--- config.mk ---
export PLATFORM = sky130hd
export DESIGN_NAME = cop_core
export DESIGN_NICKNAME = d
export VERILOG_FILES = /design/src/common/cop_pkg.sv /design/src/rtl/cop_cache_mem.sv /design/src/rtl/cop_core.sv
export SDC_FILE = /design/constraint.sdc
export NUM_CORES = 1
export LEC_CHECK = 0
export BUFFER_PORTS_ARGS = -buffer_cell sky130_fd_sc_hd__buf_2
export CORE_ASPECT_RATIO = 1.2
export CORE_MARGIN = 2
export CORE_UTILIZATION = 40
export CTS_CLUSTER_DIAMETER = 40
export CTS_CLUSTER_SIZE = 20
export DETAILED_ROUTE_END_ITERATION = 7
export PLACE_DENSITY_LB_ADDON = 0.1
export RECOVER_POWER = 100
export SYNTH_ARGS = -nofsm -noshare
export SYNTH_HDL_FRONTEND = slang
export SYNTH_SLANG_ARGS = --single-unit
--- constraint.sdc ---
create_clock -name clk_sys -period 3.3 [get_ports clk_sys]
set_input_delay 0.33 -clock clk_sys [delete_from_list [all_inputs] [get_ports clk_sys]]
set_output_delay 0.33 -clock clk_sys [all_outputs]
set_load 0.005 [all_outputs]
--- src/common/cop_pkg.sv ---
package cop_pkg;
    // Extended configuration byte indices
    localparam logic [8:0] IDX_BARRIER_EN = 9'h01f;
    localparam logic [8:0] IDX_FLUSH_CACHE = 9'h020;
    localparam logic [8:0] IDX_PRELOAD_SIZE0 = 9'h016;
    localparam logic [8:0] IDX_PROD_STATE = 9'h085;
    localparam logic [8:0] IDX_FLUSH_POLICY = 9'h0f0;
    localparam logic [8:0] IDX_BARRIER_SUPPORT = 9'h1e6;
    localparam int PRELOAD_BYTES = 4;
    // Field positions
    localparam int FLUSH_BIT = 0;
    localparam int BARRIER_BIT = 1;
    localparam int BARRIER_EN_BIT = 0;
    localparam int FIFO_BIT = 0;
    // Production state report values
    localparam logic [7:0] PROD_NORMAL = 8'h00;
    localparam logic [7:0] PROD_MANUAL_PRE = 8'h01;
    localparam logic [7:0] PROD_AUTO_PRE = 8'h03;
    // Reset values
    localparam logic [7:0] PROD_STATE_RST = 8'h00;
    localparam logic [7:0] BARRIER_EN_RST = 8'h00;
    localparam logic [31:0] PRELOAD_RST = 32'h0000_0000;

    typedef struct packed {
        logic valid;
        logic write;
        logic [8:0] index;
        logic [7:0] data;
    } cop_csd_req_t;

    typedef struct packed {
        logic [31:0] addr;
        logic [7:0] data;
    } cop_entry_t;

    typedef enum logic [2:0] {
        PS_IDLE = 3'b001,
        PS_LOAD = 3'b010,
        PS_DONE = 3'b100
    } cop_ps_state_t;
endpackage

--- src/rtl/cop_cache_mem.sv ---
`timescale 1ns/1ps
module cop_cache_mem #(
    parameter int WIDTH = 40,
    parameter int DEPTH = 16,
    parameter int AW = 4
) (
    input wire logic clk_sys,
    input wire logic clkEn,
    input wire logic wrEn,
    input wire logic [AW-1:0] wrAddr,
    input wire logic [WIDTH-1:0] wrData,
    input wire logic [AW-1:0] rdAddr,
    output logic [WIDTH-1:0] rdData_q
);
    if (DEPTH < 2 || AW < 1 || (1 << AW) < DEPTH) begin : gSizeCheck
        $error("AW too narrow for DEPTH");
    end

    logic [WIDTH-1:0] store [DEPTH];

    // Read data always registered; no reset so it maps to block memory
    always_ff @(posedge clk_sys) begin
        if (clkEn) begin
            if (wrEn) begin
                store[wrAddr] <= wrData;
            end
            rdData_q <= store[rdAddr];
        end
    end
endmodule // cop_cache_mem

--- src/rtl/cop_core.sv ---
`timescale 1ns/1ps
// Overview of operation
// (RULE1) Flushing policy readable at byte 240
// (RULE2) In-order flag set: commit in arrival order
// (RULE3) Host may skip ordering-only barriers and flushes
// (RULE4) Barrier accepted without error under in-order policy; the code flags an error unless bit 0 of byte 31 (IDX_BARRIER_EN) is set
// (RULE5) Accepted barrier changes nothing in commit behaviour
// (RULE6) Flushing policy byte never changes
// (RULE7) Production state field at byte 133
// (RULE8) Manual and automatic production state methods
// (RULE9) Valid pre-load size write starts or restarts
// (RULE10) Host erases old data before pre-load size
// (RULE11) Host reprograms size after erase or repartition
// (RULE12) Host waits for stable supplies before commands
// (RULE13) Host restores core supply before wake command
// (RULE14) Barrier capability reported at byte 486
// (RULE15) In-order flag is bit 0, others zero
module cop_core #(
    parameter int DEPTH = 16,
    parameter bit FIFO_POLICY = 1'b1,
    parameter bit BARRIER_SUPPORT = 1'b1
) (
    input wire logic clk_sys,
    input wire logic reset_n,
    input wire logic clkEn,
    input wire cop_pkg::cop_csd_req_t csdReq,
    output logic csdAck_q,
    output logic csdErr_q,
    output logic [7:0] csdRdData_q,
    input wire logic cacheWrValid,
    input wire cop_pkg::cop_entry_t cacheWrEntry,
    output logic cacheWrReady_q,
    output logic commitValid_q,
    output cop_pkg::cop_entry_t commitEntry_q,
    input wire logic commitReady,
    output logic flushBusy_q,
    output logic prodActive_q,
    output logic prodRestart_q
);
    localparam int AW = $clog2(DEPTH);
    localparam int EW = $bits(cop_pkg::cop_entry_t);

    if (DEPTH < 2 || (1 << AW) != DEPTH) begin : gDepthCheck
        $error("DEPTH must be a power of two of at least 2");
    end

    // Policy bytes are elaboration constants: nothing can write them
    localparam logic [7:0] POLICY_BYTE = {7'h00, FIFO_POLICY}; // RULE6 RULE15
    localparam logic [7:0] SUPPORT_BYTE = {7'h00, BARRIER_SUPPORT}; // RULE14

    function automatic logic isPreloadIdx(input logic [8:0] idx);
        return idx >= cop_pkg::IDX_PRELOAD_SIZE0 &&
            idx < cop_pkg::IDX_PRELOAD_SIZE0 + 9'(cop_pkg::PRELOAD_BYTES);
    endfunction

    // Two-bit lane wraps on purpose; a wider difference would go negative
    function automatic logic [1:0] preloadLane(input logic [8:0] idx);
        return idx[1:0] - cop_pkg::IDX_PRELOAD_SIZE0[1:0];
    endfunction

    // Register file state
    logic csdAck_d, csdErr_d;
    logic [7:0] csdRdData_d;
    logic [7:0] prodState_q, prodState_d;
    logic [7:0] barrierEn_q, barrierEn_d;
    logic [31:0] preload_q, preload_d;
    logic flushReq, barrierReq, sizeWritten;

    // FIFO state
    logic [AW-1:0] wrPtr_q, wrPtr_d, rdPtr_q, rdPtr_d;
    logic [AW:0] count_q, count_d;
    logic commitValid_d, cacheWrReady_d, flushBusy_d;
    logic push, pop;

    // Production state process
    cop_pkg::cop_ps_state_t ps_q, ps_d;
    logic [31:0] loaded_q, loaded_d;
    logic prodRestart_d;

    always_comb begin
        logic [8:0] idx;
        idx = csdReq.index;
        csdAck_d = csdReq.valid;
        csdErr_d = 1'b0;
        csdRdData_d = csdRdData_q;
        prodState_d = prodState_q;
        barrierEn_d = barrierEn_q;
        preload_d = preload_q;
        flushReq = 1'b0;
        barrierReq = 1'b0;
        sizeWritten = 1'b0;
        if (csdReq.valid && !csdReq.write) begin
            case (idx)
                cop_pkg::IDX_FLUSH_POLICY: csdRdData_d = POLICY_BYTE; // RULE1
                cop_pkg::IDX_BARRIER_SUPPORT: csdRdData_d = SUPPORT_BYTE; // RULE14
                cop_pkg::IDX_PROD_STATE: csdRdData_d = prodState_q; // RULE7
                cop_pkg::IDX_BARRIER_EN: csdRdData_d = barrierEn_q;
                default: begin
                    if (isPreloadIdx(idx)) begin
                        csdRdData_d = preload_q[8*preloadLane(idx) +: 8];
                    end else begin
                        csdRdData_d = 8'h00;
                    end
                end
            endcase
        end else if (csdReq.valid) begin
            case (idx)
                // Read-only bytes keep their value; the write is flagged
                cop_pkg::IDX_FLUSH_POLICY, cop_pkg::IDX_BARRIER_SUPPORT: csdErr_d = 1'b1; // RULE6
                cop_pkg::IDX_PROD_STATE: begin
                    if (csdReq.data == cop_pkg::PROD_NORMAL || csdReq.data == cop_pkg::PROD_MANUAL_PRE ||
                        csdReq.data == cop_pkg::PROD_AUTO_PRE) begin
                        prodState_d = csdReq.data; // RULE7 RULE8
                    end else begin
                        csdErr_d = 1'b1;
                    end
                end
                cop_pkg::IDX_BARRIER_EN: barrierEn_d = {7'h00, csdReq.data[cop_pkg::BARRIER_EN_BIT]};
                cop_pkg::IDX_FLUSH_CACHE: begin
                    flushReq = csdReq.data[cop_pkg::FLUSH_BIT];
                    if (csdReq.data[cop_pkg::BARRIER_BIT]) begin
                        // Accepted only when supported and enabled at byte 31; the queue already drains in order
                        if (BARRIER_SUPPORT && barrierEn_q[cop_pkg::BARRIER_EN_BIT]) begin
                            barrierReq = 1'b1; // RULE4 RULE5
                        end else begin
                            csdErr_d = 1'b1;
                        end
                    end
                end
                default: begin
                    if (isPreloadIdx(idx)) begin
                        preload_d[8*preloadLane(idx) +: 8] = csdReq.data;
                        // Last byte completes the size; zero is not a valid size
                        if (idx == cop_pkg::IDX_PRELOAD_SIZE0 + 9'(cop_pkg::PRELOAD_BYTES - 1)) begin
                            if (preload_d != 32'h0000_0000) begin
                                sizeWritten = 1'b1; // RULE9
                            end else begin
                                csdErr_d = 1'b1;
                            end
                        end
                    end else begin
                        csdErr_d = 1'b1;
                    end
                end
            endcase
        end
    end

    always_ff @(posedge clk_sys or negedge reset_n) begin
        if (!reset_n) begin
            csdAck_q <= 1'b0;
            csdErr_q <= 1'b0;
            csdRdData_q <= 8'h00;
            prodState_q <= cop_pkg::PROD_STATE_RST;
            barrierEn_q <= cop_pkg::BARRIER_EN_RST;
            preload_q <= cop_pkg::PRELOAD_RST;
        end else if (clkEn) begin
            csdAck_q <= csdAck_d;
            csdErr_q <= csdErr_d;
            csdRdData_q <= csdRdData_d;
            prodState_q <= prodState_d;
            barrierEn_q <= barrierEn_d;
            preload_q <= preload_d;
        end
    end

    // Single queue, single read pointer: entries leave in arrival order
    always_comb begin
        push = cacheWrValid && cacheWrReady_q;
        pop = commitValid_q && commitReady; // RULE2
        wrPtr_d = push ? wrPtr_q + AW'(1) : wrPtr_q;
        rdPtr_d = pop ? rdPtr_q + AW'(1) : rdPtr_q;
        count_d = count_q + (AW+1)'(push) - (AW+1)'(pop);
        // One bubble after each pop lets the registered read catch up
        commitValid_d = !pop && count_q != '0;
        cacheWrReady_d = count_d < (AW+1)'(DEPTH);
        // Barrier does not touch the queue; only a flush waits for empty
        flushBusy_d = (flushBusy_q || flushReq) && count_d != '0; // RULE5
    end

    always_ff @(posedge clk_sys or negedge reset_n) begin
        if (!reset_n) begin
            wrPtr_q <= '0;
            rdPtr_q <= '0;
            count_q <= '0;
            commitValid_q <= 1'b0;
            cacheWrReady_q <= 1'b0;
            flushBusy_q <= 1'b0;
        end else if (clkEn) begin
            wrPtr_q <= wrPtr_d;
            rdPtr_q <= rdPtr_d;
            count_q <= count_d;
            commitValid_q <= commitValid_d;
            cacheWrReady_q <= cacheWrReady_d;
            flushBusy_q <= flushBusy_d;
        end
    end

    cop_cache_mem #(.WIDTH(EW), .DEPTH(DEPTH), .AW(AW)) uMem (
        .clk_sys(clk_sys),
        .clkEn(clkEn),
        .wrEn(push),
        .wrAddr(wrPtr_q),
        .wrData(cacheWrEntry),
        .rdAddr(rdPtr_d),
        .rdData_q(commitEntry_q)
    );

    // Production state process; a new size always restarts it
    always_comb begin
        ps_d = ps_q;
        loaded_d = loaded_q;
        prodRestart_d = 1'b0;
        case (ps_q)
            cop_pkg::PS_IDLE, cop_pkg::PS_LOAD, cop_pkg::PS_DONE: begin
                if (sizeWritten) begin
                    ps_d = cop_pkg::PS_LOAD; // RULE9
                    loaded_d = 32'h0000_0000;
                    prodRestart_d = 1'b1;
                end else if (ps_q == cop_pkg::PS_LOAD) begin
                    if (pop) begin
                        loaded_d = loaded_q + 32'h0000_0001;
                    end
                    if (prodState_q == cop_pkg::PROD_NORMAL) begin
                        ps_d = cop_pkg::PS_DONE; // RULE8
                    end else if (prodState_q == cop_pkg::PROD_AUTO_PRE && loaded_q >= preload_q) begin
                        ps_d = cop_pkg::PS_DONE; // RULE8
                    end
                end
            end
            default: ps_d = cop_pkg::PS_IDLE;
        endcase
    end

    always_ff @(posedge clk_sys or negedge reset_n) begin
        if (!reset_n) begin
            ps_q <= cop_pkg::PS_IDLE;
            loaded_q <= 32'h0000_0000;
            prodActive_q <= 1'b0;
            prodRestart_q <= 1'b0;
        end else if (clkEn) begin
            ps_q <= ps_d;
            loaded_q <= loaded_d;
            prodActive_q <= ps_d == cop_pkg::PS_LOAD;
            prodRestart_q <= prodRestart_d;
        end
    end

    policy_read_a: assert property (@(posedge clk_sys) disable iff (!reset_n) // RULE1
        clkEn && csdReq.valid && !csdReq.write && csdReq.index == cop_pkg::IDX_FLUSH_POLICY
        |=> csdAck_q && csdRdData_q == {7'h00, FIFO_POLICY}) else $error("flush policy byte misread");
    policy_write_a: assert property (@(posedge clk_sys) disable iff (!reset_n) // RULE6
        clkEn && csdReq.valid && csdReq.write && csdReq.index == cop_pkg::IDX_FLUSH_POLICY
        |=> csdErr_q) else $error("policy write not refused");
    support_read_a: assert property (@(posedge clk_sys) disable iff (!reset_n) // RULE14
        clkEn && csdReq.valid && !csdReq.write && csdReq.index == cop_pkg::IDX_BARRIER_SUPPORT
        |=> csdRdData_q == {7'h00, BARRIER_SUPPORT}) else $error("barrier support misread");
    barrier_ok_a: assert property (@(posedge clk_sys) disable iff (!reset_n) // RULE4
        clkEn && csdReq.valid && csdReq.write && csdReq.index == cop_pkg::IDX_FLUSH_CACHE && FIFO_POLICY
        && BARRIER_SUPPORT && barrierEn_q[cop_pkg::BARRIER_EN_BIT] |=> csdAck_q && !csdErr_q)
        else $error("barrier flagged error");
    barrier_noop_a: assert property (@(posedge clk_sys) disable iff (!reset_n) // RULE5
        clkEn && barrierReq && !flushReq && !flushBusy_q |=> !flushBusy_q) else $error("barrier changed queue");
    commit_order_a: assert property (@(posedge clk_sys) disable iff (!reset_n) // RULE2
        clkEn && pop |=> rdPtr_q == $past(rdPtr_q) + AW'(1)) else $error("commit out of order");
    prod_write_a: assert property (@(posedge clk_sys) disable iff (!reset_n) // RULE7
        clkEn && csdReq.valid && csdReq.write && csdReq.index == cop_pkg::IDX_PROD_STATE
        && csdReq.data == cop_pkg::PROD_AUTO_PRE |=> prodState_q == cop_pkg::PROD_AUTO_PRE)
        else $error("production state not stored");
    restart_a: assert property (@(posedge clk_sys) disable iff (!reset_n) // RULE9
        clkEn && sizeWritten |=> (prodRestart_q && prodActive_q)
        and (clkEn && !sizeWritten |=> !prodRestart_q))
        else $error("pre-load size did not restart");
    auto_done_a: assert property (@(posedge clk_sys) disable iff (!reset_n) // RULE8
        clkEn && ps_q == cop_pkg::PS_LOAD && !sizeWritten && prodState_q == cop_pkg::PROD_AUTO_PRE
        && loaded_q >= preload_q |=> ps_q == cop_pkg::PS_DONE) else $error("auto mode did not finish");

    barrier_c: cover property (@(posedge clk_sys) disable iff (!reset_n) clkEn && barrierReq);
    flush_c: cover property (@(posedge clk_sys) disable iff (!reset_n) flushBusy_q ##[1:64] !flushBusy_q);
    full_c: cover property (@(posedge clk_sys) disable iff (!reset_n) !cacheWrReady_q && cacheWrValid);
    restart_c: cover property (@(posedge clk_sys) disable iff (!reset_n) prodActive_q && sizeWritten);
endmodule // cop_core

======== Word-level counts from Yosys, hierarchy flattened ========
Memory sizes are Yosys's and may differ from the RTL's. A register that Yosys moved wholly into a read port is not among the register bits.
Cells that the tools add are included.
W data, S select, Z words.
operators by class
  add/sub/neg operators ................... 7
  multipliers ............................. 0
  div/mod/pow operators ................... 0
  magnitude comparators ................... 4
  equality and inequality tests ........... 13
  shift-type cells ........................ 3
  mux-type cells .......................... 35
  bitwise logic cells ..................... 2
  reduce and logical (&&, ||, !) cells .... 28
operators with widths
  kind                       count
  $mux W32                   3
  $neg A5 Y34                1
  $shift A8 B34 Y32 const A  1
  $shiftx A8 B34 Y32         1
  $add A32 B1 Y32 const B    1
  $bwmux W32                 1
  $ge A32 B32 Y1             1
  $reduce_bool A32 Y1        1
  $shiftx A32 B6 Y8          1
  $pmux W8 S3                1
  $mux W1                    22
  $eq A9 B5 Y1 const B       2
  $eq A9 B8 Y1 const B       2
  $eq A8 B2 Y1 const B       2
  $logic_not A8 Y1           2
  $mux W3                    5
  $reduce_and A5 Y1          2
  $reduce_bool A5 Y1         2
  $eq A9 B6 Y1 const B       1
  $eq A9 B9 Y1 const B       1
  $ge A9 B5 Y1 const B       1
  $lt A9 B5 Y1 const B       1
  $add A4 B1 Y4 const B      2
  $eq A8 B1 Y1 const B       1
  other kinds (20)           34
storage, ports and cells
  flip-flop bits (word level) ............. 104
  bits in latches ......................... 0
  bits in writable memories ............... 640
  bits in read-only memories .............. 0
  input port bits ......................... 64
  output and inout bits ................... 55
  logic and storage cells ................. 109
  memories ................................ 1
memory list
  name        depth  width  rd ports  clocked after Yosys merged registers in  write ports  RTL line             source
  uMem.store  16     40     1         1                                        1            cop_cache_mem.sv:19  logic [WIDTH-1:0] store [DEPTH];

======== Depth between registers and ports, before layout ========
Gate-level depths: netlist of run 1.
  word-level depth ........................ 14
  mapped depth ............................ 14
  gate-level depth less buffers ........... 13

======== Hierarchy ========
From an unflattened synthesis of run 1, not the netlist that was laid out.
second synthesis, totals
  cells, all modules ...................... 1719
  area, all modules ....................... 31878.1 µm²
by module, submodules not included
  module         times used  cells an instance  area each (µm²)  seq. area each (µm²)
  cop_cache_mem  1           1041               25535.7          20419.6
  cop_core       1           678                6342.3           2603.7

======== Least setup slack after synthesis of run 1 ========
OpenSTA, ideal clock, no wires.
  path kind ............................... input to register
  from .................................... input csdReq[8] in the netlist's numbering
  to ...................................... register ps_q[1]
  setup time .............................. 0.124 ns
  arrival time ............................ 3.017 ns
  data required time ...................... 3.176 ns
  setup slack ............................. 0.159 ns
  stages .................................. 12
  buffers on the path ..................... 4
  cells stage by stage .................... clkbuf_1 -> buf_1 -> inv_1 -> ha_1 -> or3_1 -> clkbuf_1 -> nor2_1 -> a2111oi_0 -> nand4_1 -> and3b_1 -> buf_2 -> a211o_1
between the ends
  cells in the longest elaborated chain, start to end .. 13
  elaborated cells between the ends (all ways) .. 24
  those cells by class .................... add/sub: 2; order compare: 2; eq/ne: 6; shift: 2; mux: 9; reduce/logical: 3
RTL lines
  item                                                     RTL line         source
  start, declared                                          cop_core.sv:26   input wire cop_pkg::cop_csd_req_t csdReq,
  $sub A2 B2 Y2                                            cop_core.sv:58   return idx[1:0] - cop_pkg::IDX_PRELOAD_SIZE0[1:0];
  $neg A5 Y34                                              cop_core.sv:132  preload_d[8*preloadLane(idx) +: 8] = csdReq.data;
  $shiftx A8 B34 Y32 or $shift A8 B34 Y32 (tied branches)  cop_core.sv:132
  $bwmux W32                                               cop_core.sv:132
  $reduce_bool A32 Y1                                      cop_core.sv:135  if (preload_d != 32'h0000_0000) begin
  $mux W1                                                  cop_core.sv:135
  $mux W1                                                  cop_core.sv:134  if (idx == cop_pkg::IDX_PRELOAD_SIZE0 + 9'(cop_pkg::PRELOAD_BYTES - 1)) begin
  $mux W1                                                  cop_core.sv:131  if (isPreloadIdx(idx)) begin
  $mux W1 (*)                                              cop_core.sv:107  case (idx)
  $mux W1 (*)                                              cop_core.sv:106  end else if (csdReq.valid) begin
  $mux W1 (*)                                              cop_core.sv:92   if (csdReq.valid && !csdReq.write) begin
  $mux W3 (*)                                              cop_core.sv:216  if (sizeWritten) begin
  $mux W3 (*)                                              cop_core.sv:214  case (ps_q)
  end signal, assigned                                     cop_core.sv:237  ps_q <= cop_pkg::PS_IDLE;
  end signal, assigned                                     cop_core.sv:242  ps_q <= ps_d;
  end, declared                                            cop_core.sv:76   cop_pkg::cop_ps_state_t ps_q, ps_d;
Mark *: on every way between the ends. The rest lies on a longest branch, timed or not.
A chain may end at the register's enable or synchronous reset.

======== Worst setup path in the final report of run 1 ========
  from .................................... input clkEn
  to ...................................... memory uMem.store[14][22], enable pin
between the ends
  cells in the longest elaborated chain, start to end .. 2
RTL lines
  item                           RTL line             source
  start, declared                cop_core.sv:25       input wire logic clkEn,
  $mux W1                        cop_cache_mem.sv:23  if (clkEn) begin
  $mux W1 (implied by the code)  cop_cache_mem.sv:25  store[wrAddr] <= wrData;
  end, declared                  cop_cache_mem.sv:19
No other way between the ends.

==> results of run 1 <==
-- cell type report --
class	instances	area [um^2]
Timing Repair Buffer	224	1450
Fill cell	6575	40400
Clock buffer	113	2700
Tap cell	1026	1280
Inverter	55	206
Sequential cell	784	23000
Clock inverter	89	860
Multi-Input combinational cell	712	8030
-- worst max path at each step --
| stage | from | slack (ns) | to | cells past startpoint |
|---|---|---|---|---|
| 3_5_place_dp | commitReady | 0.34 | uMem.rdData_q[30] | 8 |
| 3_3_place_gp | commitReady | 0.38 | uMem.rdData_q[30] | 8 |
| 4_1_cts | commitValid_q | 0.35 | uMem.rdData_q[38] | 7 |
| 6_report | clkEn | 0.28 | uMem.store[14][22] | 7 |
| 2_1_floorplan | csdReq[8] | 0.16 | ps_q[1] | 12 |
| 5_1_grt | commitValid_q | 0.12 | uMem.rdData_q[38] | 7 |
-- critical path: stages --
cell and delay (ns):
sky130_fd_sc_hd__dlygate4sd3_1 0.64, sky130_fd_sc_hd__clkbuf_1 0.33, sky130_fd_sc_hd__clkinv_1 0.14, sky130_fd_sc_hd__nor2_1 0.45, sky130_fd_sc_hd__and3_1 0.28, sky130_fd_sc_hd__and2_2 0.17
sky130_fd_sc_hd__clkbuf_2 0.92
-- registers in the layout, indices dropped and copies added, names as in the netlist --
register        flops
commitValid_q       1
uMem.rdData_q      40
wrPtr_q             4
preload_q          32
ps_q                3
barrierEn_q         1
cacheWrReady_q      1
count_q             5
prodActive_q        1
csdRdData_q         8
csdAck_q            1
flushBusy_q         1
rdPtr_q             4
csdErr_q            1
uMem.store        640
prodRestart_q       1
loaded_q           32
prodState_q         8
-- placed cells by master (no fill, tap or decap), types with 48 or more instances in the layout --
master | Yosys | layout
sky130_fd_sc_hd__clkbuf_16 | 0 | 107
sky130_fd_sc_hd__dfrtp_1 | 103 | 103
sky130_fd_sc_hd__nand2_1 | 74 | 76
sky130_fd_sc_hd__edfxtp_1 | 680 | 680
sky130_fd_sc_hd__inv_1 | 53 | 54
sky130_fd_sc_hd__nor2_1 | 76 | 76
sky130_fd_sc_hd__clkbuf_1 | 33 | 84
sky130_fd_sc_hd__buf_2 | 25 | 48
sky130_fd_sc_hd__mux4_2 | 208 | 208
sky130_fd_sc_hd__ha_1 | 49 | 49
-- what timing repair did --
| action | 4_1_cts | 5_1_grt |
|---|---|---|
| setup endpoints to repair | 0 | 0 |
| hold endpoints to repair | 400 | 0 |
| gates resized for setup | 0 | 0 |
| hold buffers | 39 | 0 |
-- per-layer routing --
metal	track usage, %	wire length, um	share of wire, %
met4	7.32	2470	3.2
met2	32.6	39100	51
met5	0	51	0.067
met3	3.00	3380	4.4
met1	25.0	31600	41
-- cell usage after synthesis (4+ instances only) --
master and number:
sky130_fd_sc_hd__nand2b_1 6, sky130_fd_sc_hd__nand3_1 23, sky130_fd_sc_hd__nand2_1 74, sky130_fd_sc_hd__xor2_1 14
sky130_fd_sc_hd__inv_1 53, sky130_fd_sc_hd__nor3_1 16, sky130_fd_sc_hd__a21oi_1 31, sky130_fd_sc_hd__edfxtp_1 680
sky130_fd_sc_hd__buf_1 4, sky130_fd_sc_hd__o21ai_1 5, sky130_fd_sc_hd__o21ai_0 25, sky130_fd_sc_hd__nand4_1 13
sky130_fd_sc_hd__or3_1 5, sky130_fd_sc_hd__a211oi_1 4, sky130_fd_sc_hd__nor2_1 76, sky130_fd_sc_hd__nor4_1 14
sky130_fd_sc_hd__and2_1 24, sky130_fd_sc_hd__ha_1 49, sky130_fd_sc_hd__nand4b_1 4, sky130_fd_sc_hd__buf_2 25
sky130_fd_sc_hd__a22oi_1 8, sky130_fd_sc_hd__a22o_1 14, sky130_fd_sc_hd__and4_1 4, sky130_fd_sc_hd__dfrtp_1 103
sky130_fd_sc_hd__mux4_2 208, sky130_fd_sc_hd__a31oi_1 5, sky130_fd_sc_hd__clkbuf_1 33, sky130_fd_sc_hd__xnor2_1 30
sky130_fd_sc_hd__mux2_2 6, sky130_fd_sc_hd__and3_1 9
-- power groups by stage --
stage | clock, uW | sequential (uW) | combinational (uW)
after floorplan | 0 | 12100 | 5170
after global placement | 0 | 12200 | 7360
after detailed placement | 0 | 12200 | 7460
after CTS | 11500 | 12000 | 7510
after global routing | 11900 | 12100 | 7770
final | 11200 | 12000 | 7170
-- metrics by stage --
step / power (uW) / std cells / setup WS [ns] / hold WS [ns] / util, %
2_1_floorplan: 17200 / 1614 / 0.159 / 0.0344 / -
3_3_place_gp: 19600 / 2762 / 0.382 / 0.430 / 43.6
6_report: 30400 / 3003 / 0.282 / 0.160 / 48.2
3_5_place_dp: 19700 / 2762 / 0.340 / 0.440 / 43.6
5_1_grt: 31800 / 3003 / 0.121 / 0.157 / 48.2
4_1_cts: 31000 / 3003 / 0.347 / 0.0000336 / 48.7
-- kinds of logic after synthesis --
group                    share of synthesized area, %
flip-flops                                       73.1
AND/OR/NAND/NOR                                  4.44
multiplexers                                     15.2
AO/OA/AOI/OAI                                    2.52
buffers and inverters                            1.52
adder cells (fa/ha/maj)                          2.01
XOR/XNOR                                         1.22
==> flow_summary.ini, run 1 <==
[sta]
max_freq_ghz = 0.331
fin_skew_ns = 0.0227
finalCritPeriodShare_pct = 91.4
slew_viol_final = 0
grt_setup_unrepaired = false
max_slew.worst_pin.slew_ns = 1.39
max_slew_margin_pct = 7.15
hold_viol = 0
finalWorstPathRequiredPeriod_ns = 3.02
setup_violations = 0
setup_total_negative_slack_ns = 0

[setup_path]
critical_path.max_fanout = 28
critical_path.endpoint_type = register
worst_r2r_path_depth = 7
rrSetupSlack_ns = 0.29
worst_r2r_startpoint = commitValid_q
rr_endpoint = uMem.rdData_q[35]
timing.critical_path.arrival_ns = 3.29
cp_data_required_time_ns = 3.57
critical_path.startpoint_type = input port
timing.setup.critical_path_class = in -> reg

[floorplan]
dieArea_um2 = 81000
number_of_cell_rows = 112
die_y_um = 311
initial_utilization_pct = 40.4
boundaryPins = 119
core-area_um2 = 77900
chipWidth_um = 260

[place]
portBuffers = 118
dp_hpwl_um = 43700
gp_congestion = 0.839
placedInstanceArea_um2 = 34000

[pwr]
max-vdd-ir-drop_v = 0.000492
pwr-share-comb_pct = 23.6
cellInternalPower_uw = 21900
pwr-share-seq_pct = 39.5
net_switching_component_of_the_power_uw = 8520
power_per_cell_area_nw_per_um2 = 810
clock_power_share_pct = 36.9
power.share.switching_pct = 28.0
standby_leakage_power_uw = 0.0127

[finish]
final_area_um2 = 37500
layout.nets = 1998
drive_gt1_share_pct = 26.6
syn2layout_area_growth_pct = 19.3
antenna_cells = 0

[clock_network]
clock_sinks = 784
post_cts_buffers = 0
clock_tree_from_tritoncts = done
tritoncts.num_buffers = 107
cts.reportedPaths.clkPinSlew_ns = 0.06
insertion_delay_to_the_later_sink_of_the_worst_skew_pair_ns = 0.68
clk_root_buffer_cell = sky130_fd_sc_hd__clkbuf_16
cts.path.max_buffers = 3
cts-htree-levels = 3

[global_routing]
grt_remaining_overflow = 0
global_route_wire_length_before_repair_um = 114000
grt_start_max_net_pins = 54
grtUsageTotal_pct = 19.2
antenna_violations_before_repair = 5
vias_in_the_first_global_route = 17300

[logic_synthesis]
syn_area_um2 = 31500
synth_seq_cells = 784
synthCells = 1614
synth_enable_flop_cells = 680
post_synth_main_area_contributors = sky130_fd_sc_hd__edfxtp_1 65%, sky130_fd_sc_hd__mux4_2 15%, sky130_fd_sc_hd__dfrtp_1 8.2%
postSynthNetCount = 1728
async_reset_ff_share_pct = 13.3
yosys.cell_types.count = 65
yosysTopAreaCellShare_pct = 64.9
post_synth.cell_area_avg_um2 = 19.5
ys_warn_count = 0
ys_dominant_reg_cell = sky130_fd_sc_hd__edfxtp_1
synth_sequential_area_ratio_pct = 73.1
synth_top_area_cell = sky130_fd_sc_hd__edfxtp_1

[worst_hold_path]
worst_hold_path_type = in -> reg
worstHoldPathCells = 3
min_delay_worst_endpoint = wrPtr_q[0]
launch_point_of_the_worst_hold_path = cacheWrValid

[drt]
via_count = 16300
drc = 0
totalWireLength_um = 76600
first_iter_violations = 1143
drt-vias-per-instance = 5.43
drt-wirelength-per-cell_um = 25.5
drt_pass1_iterations = 5
antenna_violating_nets_left = 0

[flow_run]
drv_cap = 0

[run_status]
run_status = completed
Note: power is estimated with default switching activity, not from simulation.
==> inputs of run 2 (changes only) <==
==> constraint.sdc (replaced) <==
create_clock -name clk_sys -period 2.75 [get_ports clk_sys]
set_input_delay 0.275 -clock clk_sys [delete_from_list [all_inputs] [get_ports clk_sys]]
set_output_delay 0.275 -clock clk_sys [all_outputs]
set_load 0.005 [all_outputs]
==> run 2 against run 1 <==
Against the previous run:
- routed wire length about the same
- clock skew increased by 0.012 ns
- via count increased by 1.3%
- sequential share of layout area decreased by 1.3 points
- largest cell class unchanged
- sequential power increased by 20%
- sequential cell count unchanged
- critical path type is now reg -> reg
- cell count increased by 1.4%
- first-iteration DRC count increased by 8.6%
- count of clock-buffer cells in the layout increased by 3
- highest routed layer unchanged
- critical path depth decreased by 1
- the flow now finishes with violations (max-capacitance violations, max-slew violations)
- non-clock buffer count increased by 42
- combinational power increased by 29%
==> flow_summary.ini, run 2 (synthesized netlist as in run 1, its figures left out) <==
[sta]
grt_setup_unrepaired = false
max_freq_ghz = 0.377
slew_viol_final = 39
worst_hold_margin_ns = 0.0601
fin_ws_ns = 0.0997
setup_violations = 0
max_slew_margin_pct = -50.6
max_slew.worst_pin.slew_ns = 2.26
fin_skew_ns = 0.0352
finalWorstPathRequiredPeriod_ns = 2.65
finalCritPeriodShare_pct = 96.4
hold_viol = 0
setup_total_negative_slack_ns = 0

[global_routing]
global_route_wire_length_before_repair_um = 114000
antenna_violations_before_repair = 3
grt_start_max_net_pins = 39
vias_in_the_first_global_route = 17600
grtUsageTotal_pct = 19.2
grt_remaining_overflow = 0

[setup_path]
critical_path.startpoint_type = register
critical_path.endpoint = uMem.rdData_q[12]
largest_stage_delay_on_the_critical_path_ns = 0.48
timing.setup.critical_path_class = reg -> reg
critical_path.endpoint_type = register
worst_r2r_startpoint = rdPtr_q[0]
rrSetupSlack_ns = 0.1
critical_path.max_fanout = 25
cp_data_required_time_ns = 3.14
crit_path_launch = rdPtr_q[0]
crit_chain = ha_1 -> mux2i_1 -> buf_12 -> buf_6 -> mux4_2 -> mux4_2
rr_endpoint = uMem.rdData_q[12]
cpMaxStageDelayCell = sky130_fd_sc_hd__mux4_2
timing.critical_path.arrival_ns = 3.04
worst_path_most_repeated_cell = sky130_fd_sc_hd__mux4_2
worst_r2r_path_depth = 6

[place]
portBuffers = 118
dp_hpwl_um = 45400
place_inst = 2794
gp_congestion = 0.848
pre_cts_ws_ns = 0.0515

[finish]
largest_reg_by_ff_count = uMem.store
layout_commonest_cell = sky130_fd_sc_hd__edfxtp_1
layout.cells.most_common_list = 680 x sky130_fd_sc_hd__edfxtp_1, 208 x sky130_fd_sc_hd__mux4_2, 111 x sky130_fd_sc_hd__clkbuf_16
utilization_pct = 49.3
largest_reg_flops = 640
fillCellCount = 6547
area_used_by_multi_input_combinational_logic_um2 = 8030
layout.nets = 2040
layout_top_registers = uMem.store (640), uMem.rdData_q (40)
syn2layout_area_growth_pct = 21.9
antenna_cells = 0
fin_cells = 3045
drive_gt1_share_pct = 27.6
seq_cell_area_um2 = 23000

[worst_hold_path]
worstHoldPathCells = 4
worst_hold_path_type = in -> reg

[clock_network]
clock_sinks = 784
clock_tree_from_tritoncts = done
tritoncts.num_buffers = 107
cts-htree-levels = 3
cts.reportedPaths.clkPinSlew_ns = 0.06
clk_root_buffer_cell = sky130_fd_sc_hd__clkbuf_16
post_cts_buffers = 0
insertion_delay_to_the_later_sink_of_the_worst_skew_pair_ns = 0.66
cts.path.max_buffers = 3

[run_status]
run_status = finished with violations
failed_checks = max-capacitance violations, max-slew violations

[drt]
drt-vias-per-instance = 5.42
drc = 0
antenna_violating_nets_left = 0
drt-wirelength-per-cell_um = 25.2
drt_pass1_iterations = 5
totalWireLength_um = 76600
via_count = 16500
first_iter_violations = 1241

[floorplan]
chipWidth_um = 260
initial_utilization_pct = 40.4
core-area_um2 = 77900
boundaryPins = 119
die_y_um = 311
number_of_cell_rows = 112
dieArea_um2 = 81000

[pwr]
max-vdd-ir-drop_v = 0.000564
power_per_cell_area_nw_per_um2 = 993
standby_leakage_power_uw = 0.0131

[flow_run]
drv_cap = 1
-- run 2: routing by layer --
metal	GRT usage [%]	share of wire [%]	vias up
met2	33.1	52	370
met5	0	0.048	-
met1	25.0	41	8804
met3	2.92	4.1	126
met4	6.48	2.5	6
li1	-	-	7194
-- run 2: where the power goes --
part	leakage [uW]	switching [uW]	total (uW)	internal (uW)
Clock	0.00187	5590	14500	8870
Sequential	0.00753	408	14400	14000
Combinational	0.00373	4230	9250	5020
Total	0.0131	10200	38100	27900
-- run 2: repair_timing --
| item | 4_1_cts | 5_1_grt |
|---|---|---|
| endpoints found under the hold margin | 698 | 0 |
| setup endpoints to repair | 0 | 12 |
| hold buffers | 49 | 0 |
| gates resized for setup | 0 | 4 |
-- run 2: how the worst min path moves through the flow --
stage,startpoint,end
after CTS,csdReq[4],preload_q[20]
after floorplan,reset_n,barrierEn_q[0]
final,csdReq[4],preload_q[12]
after global routing,csdReq[4],preload_q[12]
after global placement,reset_n,preload_q[24]
after detailed placement,reset_n,preload_q[30]
-- run 2: layout make-up --
type / instances / share of cell area [%]
clock buffer: 116 / 7.28
multi-input combinational: 712 / 20.9
tap: 1026 / 3.35
clock inverter: 86 / 2.65
inverter: 55 / 0.545
sequential: 784 / 60.0
timing repair buffer: 266 / 5.27
-- run 2: per-stage QoR --
step,cell area (um^2),power [uW]
final,38400,38100
after global routing,38400,39600
after CTS,38800,38800
after detailed placement,34500,24200
after global placement,34500,24200
after floorplan,31500,20700
-- run 2: critical path: cells and delay by family (launching register included) --
kind	cells	cell delay, ns
mux	3	1.08
buf+inv	2	0.51
flops	1	0.45
fa+ha+maj	1	0.33
==> inputs of run 3 (changes only) <==
--- a/config.mk
+++ b/config.mk
@@ -14,6 +14,7 @@
 export DETAILED_ROUTE_END_ITERATION = 7
 export PLACE_DENSITY_LB_ADDON = 0.1
 export RECOVER_POWER = 100
+export SETUP_SLACK_MARGIN = 0.1
 export SYNTH_ARGS = -nofsm -noshare
 export SYNTH_HDL_FRONTEND = slang
 export SYNTH_SLANG_ARGS = --single-unit
==> run 3 against run 2 <==
Against the previous run:
- the flow now finishes without violations
- utilization fell by 0.43 points
- register-to-register slack barely moved
- sequential cell count did not move
- critical endpoint is now uMem.rdData_q[25]
==> flow_summary.ini, run 3 (synthesized netlist as in run 1, its figures left out) <==
[sta]
max_slew_margin_pct = 14.1
hold_viol = 0
worst_hold_margin_ns = 0.0158
slew_viol_final = 0
grt_setup_unrepaired = true
finalCritPeriodShare_pct = 95.9
max_freq_ghz = 0.379
fin_ws_ns = 0.114
fin_skew_ns = 0.0230
finalWorstPathRequiredPeriod_ns = 2.64
setup_total_negative_slack_ns = 0
setup_violations = 0
max_slew.worst_pin.slew_ns = 1.29

[floorplan]
chipWidth_um = 260
initial_utilization_pct = 40.4
die_y_um = 311
core-area_um2 = 77900
number_of_cell_rows = 112
boundaryPins = 119
dieArea_um2 = 81000

[clock_network]
tritoncts.num_buffers = 106
cts.reportedPaths.clkPinSlew_ns = 0.05
insertion_delay_to_the_later_sink_of_the_worst_skew_pair_ns = 0.66
clock_tree_from_tritoncts = done
cts.path.max_buffers = 3
clk_root_buffer_cell = sky130_fd_sc_hd__clkbuf_16
clock_sinks = 784
cts-htree-levels = 3

[global_routing]
grt_start_max_net_pins = 45
grtUsageTotal_pct = 19.5
grt_remaining_overflow = 0
global_route_wire_length_before_repair_um = 115000
vias_in_the_first_global_route = 17500
antenna_violations_before_repair = 1

[finish]
fillCellCount = 6574
layout_commonest_cell = sky130_fd_sc_hd__edfxtp_1
layout_top_registers = uMem.store (640), uMem.rdData_q (40)
largest_reg_flops = 640
layout.nets = 2033
syn2layout_area_growth_pct = 20.8
drive_gt1_share_pct = 27.6
largest_reg_by_ff_count = uMem.store
final_area_um2 = 38000
layout.cells.most_common_list = 680 x sky130_fd_sc_hd__edfxtp_1, 208 x sky130_fd_sc_hd__mux4_2, 107 x sky130_fd_sc_hd__clkbuf_16

[drt]
drt_pass1_iterations = 5
drt-wirelength-per-cell_um = 25.5
first_iter_violations = 1437
antenna_violating_nets_left = 0
drt-vias-per-instance = 5.41
via_count = 16500
drc = 0
totalWireLength_um = 77600

[pwr]
standby_leakage_power_uw = 0.0129
finalPower_uw = 37300
power_per_cell_area_nw_per_um2 = 981
max-vdd-ir-drop_v = 0.000538

[place]
portBuffers = 118
placedInstanceArea_um2 = 34300
pre_cts_ws_ns = 0.0464
dp_hpwl_um = 43900
gp_congestion = 0.889

[setup_path]
critical_path.max_fanout = 29
crit_path_launch = rdPtr_q[0]
timing.setup.critical_path_class = reg -> reg
cp_data_required_time_ns = 3.15
worst_path_most_repeated_cell = sky130_fd_sc_hd__mux4_2
timing.critical_path.arrival_ns = 3.03
timing.critical_path.buf_inv = 2
worst_r2r_startpoint = rdPtr_q[0]
critical_path.startpoint_type = register
largest_stage_delay_on_the_critical_path_ns = 0.48
crit_chain = ha_1 -> mux2i_4 -> buf_12 -> buf_8 -> mux4_2 -> mux4_2
path_delay_family = multiplexers
cpMaxStageDelayCell = sky130_fd_sc_hd__mux4_2
critical_path.endpoint_type = register

[worst_hold_path]
launch_point_of_the_worst_hold_path = csdReq[18]
worst_hold_path_type = in -> reg

[flow_run]
drv_cap = 0

[run_status]
run_status = completed
run 3: final timing paths:
kind                                     end  depth (start not counted)  slack, ns
max                        uMem.rdData_q[25]                          6       0.11
min                                 csdAck_q                          3       0.02
max reg2reg                uMem.rdData_q[25]                          6       0.11
min reg2reg                    prodRestart_q                          1       0.50
max in group asynchronous         rdPtr_q[2]                          3       0.85
min in group asynchronous      preload_q[27]                          2       0.37
run 3: what timing repair did:
item                                    CTS  global route
hold endpoints to repair                708             0
hold buffers                             48             0
gates resized for setup                   3             8
endpoints found under the setup margin   34            30
setup buffers                             5             0
run 3: report_power, final:
group          switching [uW]  internal [uW]  total, uW
registers                 411          14000      14400
clock network            5440           8140      13600
logic                    4280           5100       9380
total                   10100          27200      37300
run 3: per-stage QoR:
stage	utilization, %	instances
after floorplan	-	1614
after detailed placement	44.0	2784
after global routing	48.8	3038
after global placement	44.0	2784
final	48.8	3039
after CTS	49.3	3038
run 3: area by class of cell:
| class | count | area, um^2 | share of cell area [%] |
|---|---|---|---|
| sequential | 784 | 23000 | 60.5 |
| clock inverter | 79 | 830 | 2.18 |
| tap | 1026 | 1280 | 3.37 |
| clock buffer | 122 | 2730 | 7.19 |
| inverter | 55 | 211 | 0.556 |
| timing repair buffer | 260 | 1880 | 4.95 |
| multi-input combinational | 712 | 8070 | 21.2 |
| antenna | 1 | 2.50 | 0.00658 |
run 3: worst reg2reg max path: stages (launching register included):
cell and delay (ns):
sky130_fd_sc_hd__dfrtp_1 0.47, sky130_fd_sc_hd__ha_1 0.38, sky130_fd_sc_hd__mux2i_4 0.18, sky130_fd_sc_hd__buf_12 0.18, sky130_fd_sc_hd__buf_8 0.28, sky130_fd_sc_hd__mux4_2 0.40
sky130_fd_sc_hd__mux4_2 0.48
run 3: routing by layer:
layer  global-route usage [%]  part of all wire, %  vias up
li1                         -                    -     7183
met1                     25.2                   42     8773
met2                     33.1                   52      357
met3                     3.40                  3.9      141
met4                     6.58                  2.8        2
met5                        0                0.017        -
